## config.mk

```make
export PLATFORM = sky130hd
export DESIGN_NAME = lbm_master
export DESIGN_NICKNAME = d
export VERILOG_FILES = /design/src/lbm_pkg.sv /design/src/lbm_pipe_buf.sv /design/src/lbm_master.sv
export VERILOG_INCLUDE_DIRS = /design/src
export SDC_FILE = /design/constraint.sdc
export NUM_CORES = 1
export LEC_CHECK = 0
export BUFFER_PORTS_ARGS = -buffer_cell sky130_fd_sc_hd__buf_4
export CORE_MARGIN = 2
export CORE_UTILIZATION = 25
export CTS_CLUSTER_DIAMETER = 50
export DETAILED_ROUTE_END_ITERATION = 7
export PLACE_DENSITY = 0.47
export SYNTH_ARGS = -nofsm -noshare
export SYNTH_HDL_FRONTEND = slang
export SYNTH_HIERARCHICAL = 1
export SYNTH_SLANG_ARGS = --single-unit
```

## constraint.sdc

```tcl
create_clock -name MCLK -period 7.8 [get_ports MCLK]
set_clock_uncertainty 0.1 [all_clocks]
set_input_delay 0.78 -clock MCLK [delete_from_list [all_inputs] [get_ports MCLK]]
set_output_delay 0.78 -clock MCLK [all_outputs]
set_load 0.1 [all_outputs]
```

## src/lbm_regs.svh

```systemverilog
// Constants of the local bus master: bit positions, reset values, counts
`ifndef LBM_REGS_SVH
`define LBM_REGS_SVH

// Multiplexed bus layout during the address cycle
`define LBM_BUS_W       32
`define LBM_SIZE_LSB    0
`define LBM_SIZE_MSB    1
`define LBM_ADDR_LSB    2
`define LBM_ADDR_MSB    31

// Burst length in words and size code width
`define LBM_MAX_WORDS   4
`define LBM_SIZE_W      2

// Internal clock is the double-rate clock divided by this
`define LBM_CLK_DIV     2

// Idle value of byte lane strobes, reset value of bus lines
`define LBM_BE_IDLE     4'hf
`define LBM_LAD_RST     32'h0000_0000

`endif

```

## src/lbm_pkg.sv

```systemverilog
// Types shared by the local bus master and its read buffer
package lbm_pkg;

    // Bus phase of the master
    typedef enum logic [2:0] {
        LBM_IDLE  = 3'b000,
        LBM_ADDR  = 3'b001,
        LBM_DATA  = 3'b010,
        LBM_HOLD  = 3'b011,
        LBM_LOCKW = 3'b100
    } lbm_state_t;

    // One transaction request from the core side
    typedef struct packed {
        logic [29:0]      word_addr;
        logic [1:0]       size;
        logic             write;
        logic             read_modify_write;
        logic             inta;
        logic [3:0][3:0]  be_n;
        logic [3:0][31:0] wdata;
    } lbm_req_t;

endpackage : lbm_pkg

```

## src/lbm_pipe_buf.sv

```systemverilog
// Small valid/ready buffer that carries read words to the core
`timescale 1ns/10ps
`default_nettype none

module lbm_pipe_buf
    import lbm_pkg::*;
#(
    parameter int WIDTH = 32,
    parameter int DEPTH = 2
) (
    input  wire logic             clk,
    input  wire logic             rst_n,
    input  wire logic             in_valid,
    output logic                  in_ready,
    input  wire logic [WIDTH-1:0] in_data,
    output logic                  out_valid,
    input  wire logic             out_ready,
    output logic      [WIDTH-1:0] out_data
);

    localparam int PW = (DEPTH > 1) ? $clog2(DEPTH) : 1;

    // Pointers wrap by power of two only
    if (DEPTH < 2 || (DEPTH & (DEPTH - 1)) != 0) begin : g_bad_depth
        $error("lbm_pipe_buf: DEPTH must be a power of two, at least 2");
    end

    logic [WIDTH-1:0] mem_q [DEPTH];
    logic [PW-1:0]    wp_q;
    logic [PW-1:0]    rp_q;
    logic [PW:0]      cnt_q;
    wire              push = in_valid & in_ready;
    wire              pop  = out_valid & out_ready;

    // Honest full and empty from the fill count
    assign in_ready  = (cnt_q < (PW+1)'(DEPTH));
    assign out_valid = (cnt_q != '0);
    assign out_data  = mem_q[rp_q];

    // Pointers and fill count
    always_ff @(posedge clk or negedge rst_n) begin
        if (!rst_n) begin
            wp_q  <= '0;
            rp_q  <= '0;
            cnt_q <= '0;
        end else begin
            wp_q  <= wp_q + PW'(push);
            rp_q  <= rp_q + PW'(pop);
            cnt_q <= cnt_q + (PW+1)'(push) - (PW+1)'(pop);
        end
    end

    // Storage written at the write pointer
    always_ff @(posedge clk) begin
        if (push) begin
            mem_q[wp_q] <= in_data;
        end
    end

endmodule // lbm_pipe_buf
`default_nettype wire

```

## src/lbm_master.sv

```systemverilog
// Processor-side master of the 32-bit multiplexed local bus
// Behaviour
// - Internal clock is the double-rate clock divided by two.
// - Address cycle drives word address on lines 2-31, size code on 0-1.
// - Data cycles carry read or write data on all 32 lines.
// - Size code: 00 one, 01 two, 10 three, 11 four words.
// - Lines float whenever no address or write data is driven.
// - Address latch strobe low in address cycle, removed before data cycle.
// - Address latch strobe floats during hold cycle.
// - Address-state strobe asserted each address cycle, deasserted next data cycle.
// - In bursts, address-state strobe reasserted after a cycle with ready.
// - Write-not-read given in address cycle, held through data cycles.
// - Direction low for reads and acknowledges, high for writes.
// - Direction never changes while data enable strobe is asserted.
// - No ready extends data cycle by wait cycle without address-state strobe.
// - Lock line is shared open-drain, any agent may assert it.
// - Read-modify-write waits while another agent holds lock.
// - Lock asserted in read address cycle, released in write address cycle.
// - Lock asserted throughout interrupt-acknowledge transactions.
// - Bus request floats lines, asserts hold grant until request drops.
// - Byte lane selects lead data by one cycle.
`timescale 1ns/10ps
`default_nettype none
`include "lbm_regs.svh"

module lbm_master
    import lbm_pkg::*;
(
    input  wire logic        MCLK,
    input  wire logic        RESETN,
    input  wire logic        REQ_VALID,
    output logic             REQ_READY,
    input  wire lbm_req_t    REQ,
    output logic             RD_VALID,
    input  wire logic        RD_READY,
    output logic [31:0]      RD_DATA,
    input  wire logic [31:0] ADDR_DATA_LINES_I,
    output logic [31:0]      ADDR_DATA_LINES_O,
    output logic             ADDR_DATA_LINES_OE,
    output logic             ALE_N_O,
    output logic             ALE_N_OE,
    output logic             ADDR_STATE_STROBE_N_O,
    output logic             ADDR_STATE_STROBE_N_OE,
    output logic             WRITE_NOT_READ_O,
    output logic             WRITE_NOT_READ_OE,
    output logic             TRANSFER_DIRECTION_O,
    output logic             TRANSFER_DIRECTION_OE,
    output logic             DATA_ENABLE_STROBE_N_O,
    output logic             DATA_ENABLE_STROBE_N_OE,
    output logic [3:0]       BYTE_LANE_SELECTS_N_O,
    output logic             BYTE_LANE_SELECTS_N_OE,
    input  wire logic        READY_N,
    input  wire logic        LOCK_N_I,
    output logic             LOCK_N_O,
    output logic             LOCK_N_OE,
    input  wire logic        HOLD,
    output logic             HOLD_GRANT
);

    ////////////////////////////////////////////////////////////////////////
    // State and registers

    lbm_state_t  st_q;
    lbm_state_t  st_d;
    logic        ph_q;
    lbm_req_t    req_q;
    lbm_req_t    req_d;
    logic [1:0]  idx_q;
    logic [1:0]  idx_d;
    logic        rdy_prev_q;
    logic        rmw_wr_q;
    logic        rmw_wr_d;
    logic        lock_q;
    logic        lock_d;
    logic [31:0] lad_q;
    logic        lad_oe_q;
    logic [31:0] rd_hold_q [`LBM_MAX_WORDS];
    logic [2:0]  rd_left_q;
    logic [1:0]  rd_drn_q;

    ////////////////////////////////////////////////////////////////////////
    // Decodes

    // Next word slot of a burst, held at the last, used only by byte lane selection
    function automatic logic [1:0] next_slot(input logic [1:0] i, input logic [1:0] sz);
        next_slot = (i == sz) ? i : 2'(i + 2'h1);
    endfunction

    // Second half of each internal clock ends a bus cycle
    wire cyc_end   = ph_q;
    wire rdy       = ~READY_N;
    wire last      = (idx_q == req_q.size);
    wire eff_wr    = req_q.write & ~req_q.inta;
    wire cur_wr    = eff_wr | rmw_wr_q;
    wire lock_other = ~LOCK_N_I & ~lock_q;
    wire buf_ready;
    wire drain     = buf_ready & (rd_left_q != 3'h0);
    wire capture   = (st_q == LBM_DATA) & cyc_end & rdy & ~cur_wr;
    wire accept    = (st_q == LBM_IDLE) & cyc_end & ~HOLD & REQ_VALID
                     & (rd_left_q == 3'h0);
    wire start_rmw = accept & REQ.read_modify_write & ~REQ.inta;
    wire burst_end = (st_q == LBM_DATA) & cyc_end & rdy & last;
    wire to_addr   = (st_d == LBM_ADDR) & (st_q != LBM_ADDR);
    wire nxt_wr    = (req_d.write & ~req_d.inta) | rmw_wr_d;

    assign REQ_READY = (st_q == LBM_IDLE) & cyc_end & ~HOLD & (rd_left_q == 3'h0);

    ////////////////////////////////////////////////////////////////////////
    // Next bus phase

    // Phase sequencing across idle, address, data, wait and hold cycles
    always_comb begin
        st_d = st_q;
        case (st_q)
            LBM_IDLE: begin
                if (cyc_end && HOLD) begin
                    st_d = LBM_HOLD;
                end else if (accept && start_rmw && ~LOCK_N_I) begin
                    st_d = LBM_LOCKW;
                end else if (accept) begin
                    st_d = LBM_ADDR;
                end
            end
            LBM_LOCKW: begin
                if (cyc_end && !lock_other) begin
                    st_d = LBM_ADDR;
                end
            end
            LBM_ADDR: begin
                if (cyc_end) begin
                    st_d = LBM_DATA;
                end
            end
            LBM_DATA: begin
                // Without ready the data cycle repeats as a wait cycle
                if (burst_end) begin
                    st_d = (req_q.read_modify_write && !rmw_wr_q) ? LBM_ADDR : LBM_IDLE;
                end
            end
            LBM_HOLD: begin
                if (cyc_end && !HOLD) begin
                    st_d = LBM_IDLE;
                end
            end
            default: begin
                st_d = LBM_IDLE;
            end
        endcase
    end

    // Request latch, burst index, write half of read-modify-write, lock
    always_comb begin
        req_d    = accept ? REQ : req_q;
        rmw_wr_d = rmw_wr_q;
        idx_d    = idx_q;
        lock_d   = lock_q;
        if (accept) begin
            rmw_wr_d = 1'b0;
        end else if (burst_end && req_q.read_modify_write && !rmw_wr_q) begin
            rmw_wr_d = 1'b1;
        end else if (burst_end) begin
            rmw_wr_d = 1'b0;
        end
        if (to_addr) begin
            idx_d  = 2'h0;
            lock_d = ((req_d.read_modify_write & ~rmw_wr_d) | req_d.inta);
        end else if (st_q == LBM_DATA && cyc_end && rdy && !last) begin
            idx_d = 2'(idx_q + 2'h1);
        end else if (burst_end) begin
            lock_d = 1'b0;
        end
    end

    ////////////////////////////////////////////////////////////////////////
    // Sequential core

    // Divider, phase, latched request and lock
    always_ff @(posedge MCLK or negedge RESETN) begin
        if (!RESETN) begin
            ph_q     <= 1'b0;
            st_q     <= LBM_IDLE;
            req_q    <= '0;
            idx_q    <= 2'h0;
            rmw_wr_q <= 1'b0;
            lock_q   <= 1'b0;
        end else begin
            ph_q     <= ~ph_q;
            st_q     <= st_d;
            req_q    <= req_d;
            idx_q    <= idx_d;
            rmw_wr_q <= rmw_wr_d;
            lock_q   <= lock_d;
        end
    end

    // Ready seen in the previous data cycle of a burst
    always_ff @(posedge MCLK or negedge RESETN) begin
        if (!RESETN) begin
            rdy_prev_q <= 1'b0;
        end else if (cyc_end) begin
            rdy_prev_q <= (st_q == LBM_DATA) & rdy & ~last;
        end
    end

    // Bus drive value and enable for the coming half cycle
    always_ff @(posedge MCLK or negedge RESETN) begin
        if (!RESETN) begin
            lad_q    <= `LBM_LAD_RST;
            lad_oe_q <= 1'b0;
        end else begin
            lad_q    <= (st_d == LBM_ADDR)
                        ? {req_d.word_addr, req_d.size}
                        : req_d.wdata[idx_d];
            lad_oe_q <= (st_d == LBM_ADDR) | ((st_d == LBM_DATA) & nxt_wr);
        end
    end

    ////////////////////////////////////////////////////////////////////////
    // Read words: burst capture and drain into the buffer

    // Holding slots cover a full burst, so a stalled core loses nothing
    always_ff @(posedge MCLK) begin
        if (capture) begin
            rd_hold_q[idx_q] <= ADDR_DATA_LINES_I;
        end
    end

    // Count of captured words not yet in the buffer
    always_ff @(posedge MCLK or negedge RESETN) begin
        if (!RESETN) begin
            rd_left_q <= 3'h0;
            rd_drn_q  <= 2'h0;
        end else begin
            rd_left_q <= rd_left_q + 3'(capture) - 3'(drain);
            rd_drn_q  <= accept ? 2'h0 : 2'(rd_drn_q + 2'(drain));
        end
    end

    lbm_pipe_buf #(
        .WIDTH (32),
        .DEPTH (2)
    ) u_rd_buf (
        .clk       (MCLK),
        .rst_n     (RESETN),
        .in_valid  (rd_left_q != 3'h0),
        .in_ready  (buf_ready),
        .in_data   (rd_hold_q[rd_drn_q]),
        .out_valid (RD_VALID),
        .out_ready (RD_READY),
        .out_data  (RD_DATA)
    );

    ////////////////////////////////////////////////////////////////////////
    // Pin drive

    wire own  = (st_q != LBM_HOLD);
    wire data = (st_q == LBM_DATA);
    wire addr_state_strobe_n  = (st_q == LBM_ADDR) | (data & rdy_prev_q);

    // Multiplexed lines
    assign ADDR_DATA_LINES_O  = lad_q;
    assign ADDR_DATA_LINES_OE = lad_oe_q & own;

    // Address latch strobe low only in first half of address cycle
    assign ALE_N_O  = ~((st_q == LBM_ADDR) & ~ph_q);
    assign ALE_N_OE = own;

    // Open-drain address-state strobe pulls low when active
    assign ADDR_STATE_STROBE_N_O  = 1'b0;
    assign ADDR_STATE_STROBE_N_OE = addr_state_strobe_n;

    // Direction and write-not-read change only when a request is latched or a read-modify-write half ends
    assign WRITE_NOT_READ_O      = cur_wr;
    assign WRITE_NOT_READ_OE     = own;
    assign TRANSFER_DIRECTION_O  = cur_wr;
    assign TRANSFER_DIRECTION_OE = own;

    // Data enable strobe active through data and wait cycles
    assign DATA_ENABLE_STROBE_N_O  = ~data;
    assign DATA_ENABLE_STROBE_N_OE = own;

    // Byte lane selects lead their data word by one cycle
    assign BYTE_LANE_SELECTS_N_O  = (st_q == LBM_ADDR) ? req_q.be_n[0]
                                  : data ? req_q.be_n[next_slot(idx_q, req_q.size)]
                                  : `LBM_BE_IDLE;
    assign BYTE_LANE_SELECTS_N_OE = own;

    // Shared lock line pulled low while this master holds it
    assign LOCK_N_O  = 1'b0;
    assign LOCK_N_OE = lock_q & own;

    assign HOLD_GRANT = (st_q == LBM_HOLD);

endmodule // lbm_master
`default_nettype wire

```

==> results.sh <==
export IMPL_syn_avg_cell_area_um2=12.12
export IMPL_drive_above_1_share_pct=27.64
export IMPL_place_congestion=0.7776
export IMPL_ios=303
export IMPL_synth_commonest_cells="nand2_1, dfrtp_1, edfxtp_1, clkbuf_1, mux2i_1"
export IMPL_finalCritPeriodShare_pct=52.09
export IMPL_clock_sinks=422
export IMPL_synth_warnings=6
export IMPL_final_max_slew_viol_count=0
export IMPL_firstDrtPassIters=5
export IMPL_ys_seq_area_share_pct=63.91
export IMPL_grt_pass1_wl_um=78800
export IMPL_layout_min_cycle_time_ns=4.063
export IMPL_peakVddDrop_mv=0.3479
export IMPL_clkTransAtPathRegs_ns=0.06
export IMPL_coreArea_um2=71490
export IMPL_layout_setup_ws_ns=3.737
export IMPL_cts_resized=0
export IMPL_max_slew_margin_pct=26.34
export IMPL_drc=0
export IMPL_synth_edf_count=192
export IMPL_cts_tree="built"
export IMPL_nFillCells=7184
export IMPL_wire_per_inst_um=18.90
export IMPL_synth_top_cell_area_share_pct=31.98
export IMPL_ys_top_cells_by_area="edfxtp_1, dfrtp_1, nand2_1"
export IMPL_numCtsBuffers=60
export IMPL_nNetsFinal=1998
export IMPL_ys_flop_type="dfrtp_1"
export IMPL_startpoint="st_q[1]$_DFF_PN0_"
export IMPL_clock_latency_ns=0.61
export IMPL_portBuffers=300
export IMPL_grt_ovfl_total=0
export IMPL_root_buffer="clkbuf_16"
export IMPL_hold_ws_ns=0.1034
export IMPL_antenna_found_initial=14
export IMPL_pre_cts_ws_ns=3.633
export IMPL_syn2layout_area_growth_pct=28.45
export IMPL_grt_max_degree=101
export IMPL_crit_fanout=68
export IMPL_grt_pass1_vias=12810
export IMPL_start_kind="register"
export IMPL_cts_hold_buf=0
export IMPL_async_flop_share_pct=54.50
export IMPL_path_class="reg -> reg"
export IMPL_cp_arrival_ns=4.49
export IMPL_status="complete, no violations"
export IMPL_post_dp_cell_area_um2=21170
export IMPL_dp_cells=2658
export IMPL_synth_cell_types=51
export IMPL_fin_tns_setup_ns=0
export IMPL_endpoint_kind="register"
export IMPL_first_iter_violations=688
export IMPL_slowest_stage="nand2_2"
export IMPL_viasPerCell=4.412
export IMPL_hold_violations=0
export IMPL_setup_viol_count_final=0
export IMPL_dieArea_um2=74270
export IMPL_initial_core_util_pct=25.22
export IMPL_synth_seq_cells=422
export IMPL_htreeDepth=2
export IMPL_die_y_um=272.5
export IMPL_cts_path_max_buffers=3
export IMPL_grt_setup_unrepaired="false"
export IMPL_hp_class="in -> async"
export IMPL_netlist_instances=1488
export IMPL_synth_area_leader_cell="edfxtp_1"
export IMPL_fin_cells=2772
export IMPL_p_total_mw=10.51
export IMPL_place_hpwl_um=34290
export IMPL_vias=12230
export IMPL_tightest_slew_ns=1.101
export IMPL_p_per_area_nw_per_um2=454.1
export IMPL_drt_wl_total_um=52390
export IMPL_cap_viol_max_count=0
export IMPL_antenna_left=0
export IMPL_crit_chain="nor3b_2 > inv_1 > a2111oi_4 > mux2_4 > nand2_2 > o221ai_1 > o32a_1"
export IMPL_die_x_um=272.5
export IMPL_final_util_pct=32.39
export IMPL_p_leak_nw=10.48
export IMPL_grt_usage_pct=14.00
export IMPL_cts_setup_buffers=0
export IMPL_fmax_mhz=246.1
export IMPL_yosys_cell_count_top_type="nand2_1"
export IMPL_critPathRequiredTime_ns=8.23
export IMPL_max_stage_delay_ns=0.87
export IMPL_r2r_start="st_q[1]$_DFF_PN0_"
export IMPL_design_area_um2=23160
export IMPL_mappedNetlistArea_um2=18030
export IMPL_num_rows=98
[worst max-delay path: cells and delay by family (launching register included)]
| kind | cells | cell delay [ns] |
|---|---|---|
| multiplexers | 1 | 0.82 |
| AND/OR/NAND/NOR | 2 | 1.14 |
| AO/OA/AOI/OAI | 3 | 1.19 |
| buffers and inverters | 1 | 0.24 |
| flip-flops | 1 | 0.48 |
[placed cells by master, fill, tap and decap left out, types with 3 or more instances in the layout]
cell / synthesis / layout
clkinvlp_4: 0 / 7
or2_2: 3 / 3
edfxtp_1: 192 / 192
nor3b_1: 32 / 32
dfrtp_2: 0 / 3
o221ai_1: 30 / 30
nor2_1: 10 / 10
mux2i_1: 65 / 65
nand4_1: 3 / 3
nand2_2: 0 / 3
dfrtp_1: 230 / 227
mux2_4: 29 / 30
buf_4: 8 / 311
clkbuf_16: 0 / 61
xnor2_1: 8 / 8
ha_1: 9 / 8
o21ai_0: 8 / 8
mux4_2: 32 / 32
a21oi_1: 54 / 54
clkbuf_1: 65 / 11
clkinv_4: 0 / 3
inv_6: 0 / 10
clkinv_2: 0 / 5
clkinv_1: 0 / 5
and2_2: 0 / 5
bufinv_16: 0 / 4
nand2_1: 541 / 538
o32a_1: 30 / 30
mux2_2: 12 / 11
inv_1: 22 / 22
a21o_1: 7 / 7
nor2b_1: 5 / 5
and2_1: 39 / 34
a211o_1: 4 / 4
[kinds of logic after synthesis]
group	after synthesis	share of synthesized area [%]
buf+inv	115	2.943
simple gates	646	15.05
compound gates	146	6.038
xor+xnor	10	0.5275
other cells	1	0.02080
fa+ha+maj	10	0.7357
mux	138	10.77
flops	422	63.91
[sequential cells by signal, summed over array words and instances, names as in the netlist]
name / flops
ADDR_DATA_LINES_O: 32
cyc_end: 1
idx_q: 2
lad_oe_q: 1
lock_q: 1
rd_drn_q: 2
rd_hold_q: 128
rd_left_q: 3
rdy_prev_q: 1
req_q: 179
rmw_wr_q: 1
st_q: 3
u_rd_buf/cnt_q: 2
u_rd_buf/mem_q: 64
u_rd_buf/rp_q: 1
u_rd_buf/wp_q: 1
[worst paths after layout]
path / slack, ns / depth (start not counted) / to
max in group asynchronous: 5.93 / 2 / req_q[23]$_DFF_PN0_
setup / recovery: 3.74 / 7 / ADDR_DATA_LINES_O[2]$_DFF_PN0_
hold reg to reg: 0.36 / 2 / req_q[21]$_DFF_PN0_
hold / removal: 0.10 / 1 / req_q[162]$_DFF_PN0_
setup reg to reg: 3.74 / 7 / ADDR_DATA_LINES_O[2]$_DFF_PN0_
min in group MCLK: 0.27 / 3 / req_q[75]$_DFF_PN0_
[routing by layer]
metal | global-route usage, % | vias to the layer above | part of all wire (%)
li1 | - | 5747 | -
met1 | 17.55 | 6031 | 43
met2 | 23.24 | 333 | 48
met3 | 4.938 | 95 | 7.7
met4 | 3.036 | 24 | 1.7
met5 | 0 | - | 0.28
[area by class of cell]
type / count / area [um2] / share of cell area [%]
Tap cell: 950 / 1189 / 5.133
Timing Repair Buffer: 312 / 2350 / 10.15
Antenna cell: 2 / 5.005 / 0.02161
Multi-Input combinational cell: 952 / 6025 / 26.02
Clock buffer: 74 / 1595 / 6.889
Inverter: 22 / 82.58 / 0.3566
Sequential cell: 422 / 11520 / 49.77
Clock inverter: 38 / 385.4 / 1.664
[power by group]
group,total [mW],leakage [nW],internal (mW),switching [mW]
Clock,2.67,0.948,1.61,1.06
Sequential,3.26,4.89,3.01,0.253
Combinational,4.59,4.65,1.35,3.23
Total,10.5,10.5,5.97,4.55
Note: power is estimated with default switching activity, not from simulation.
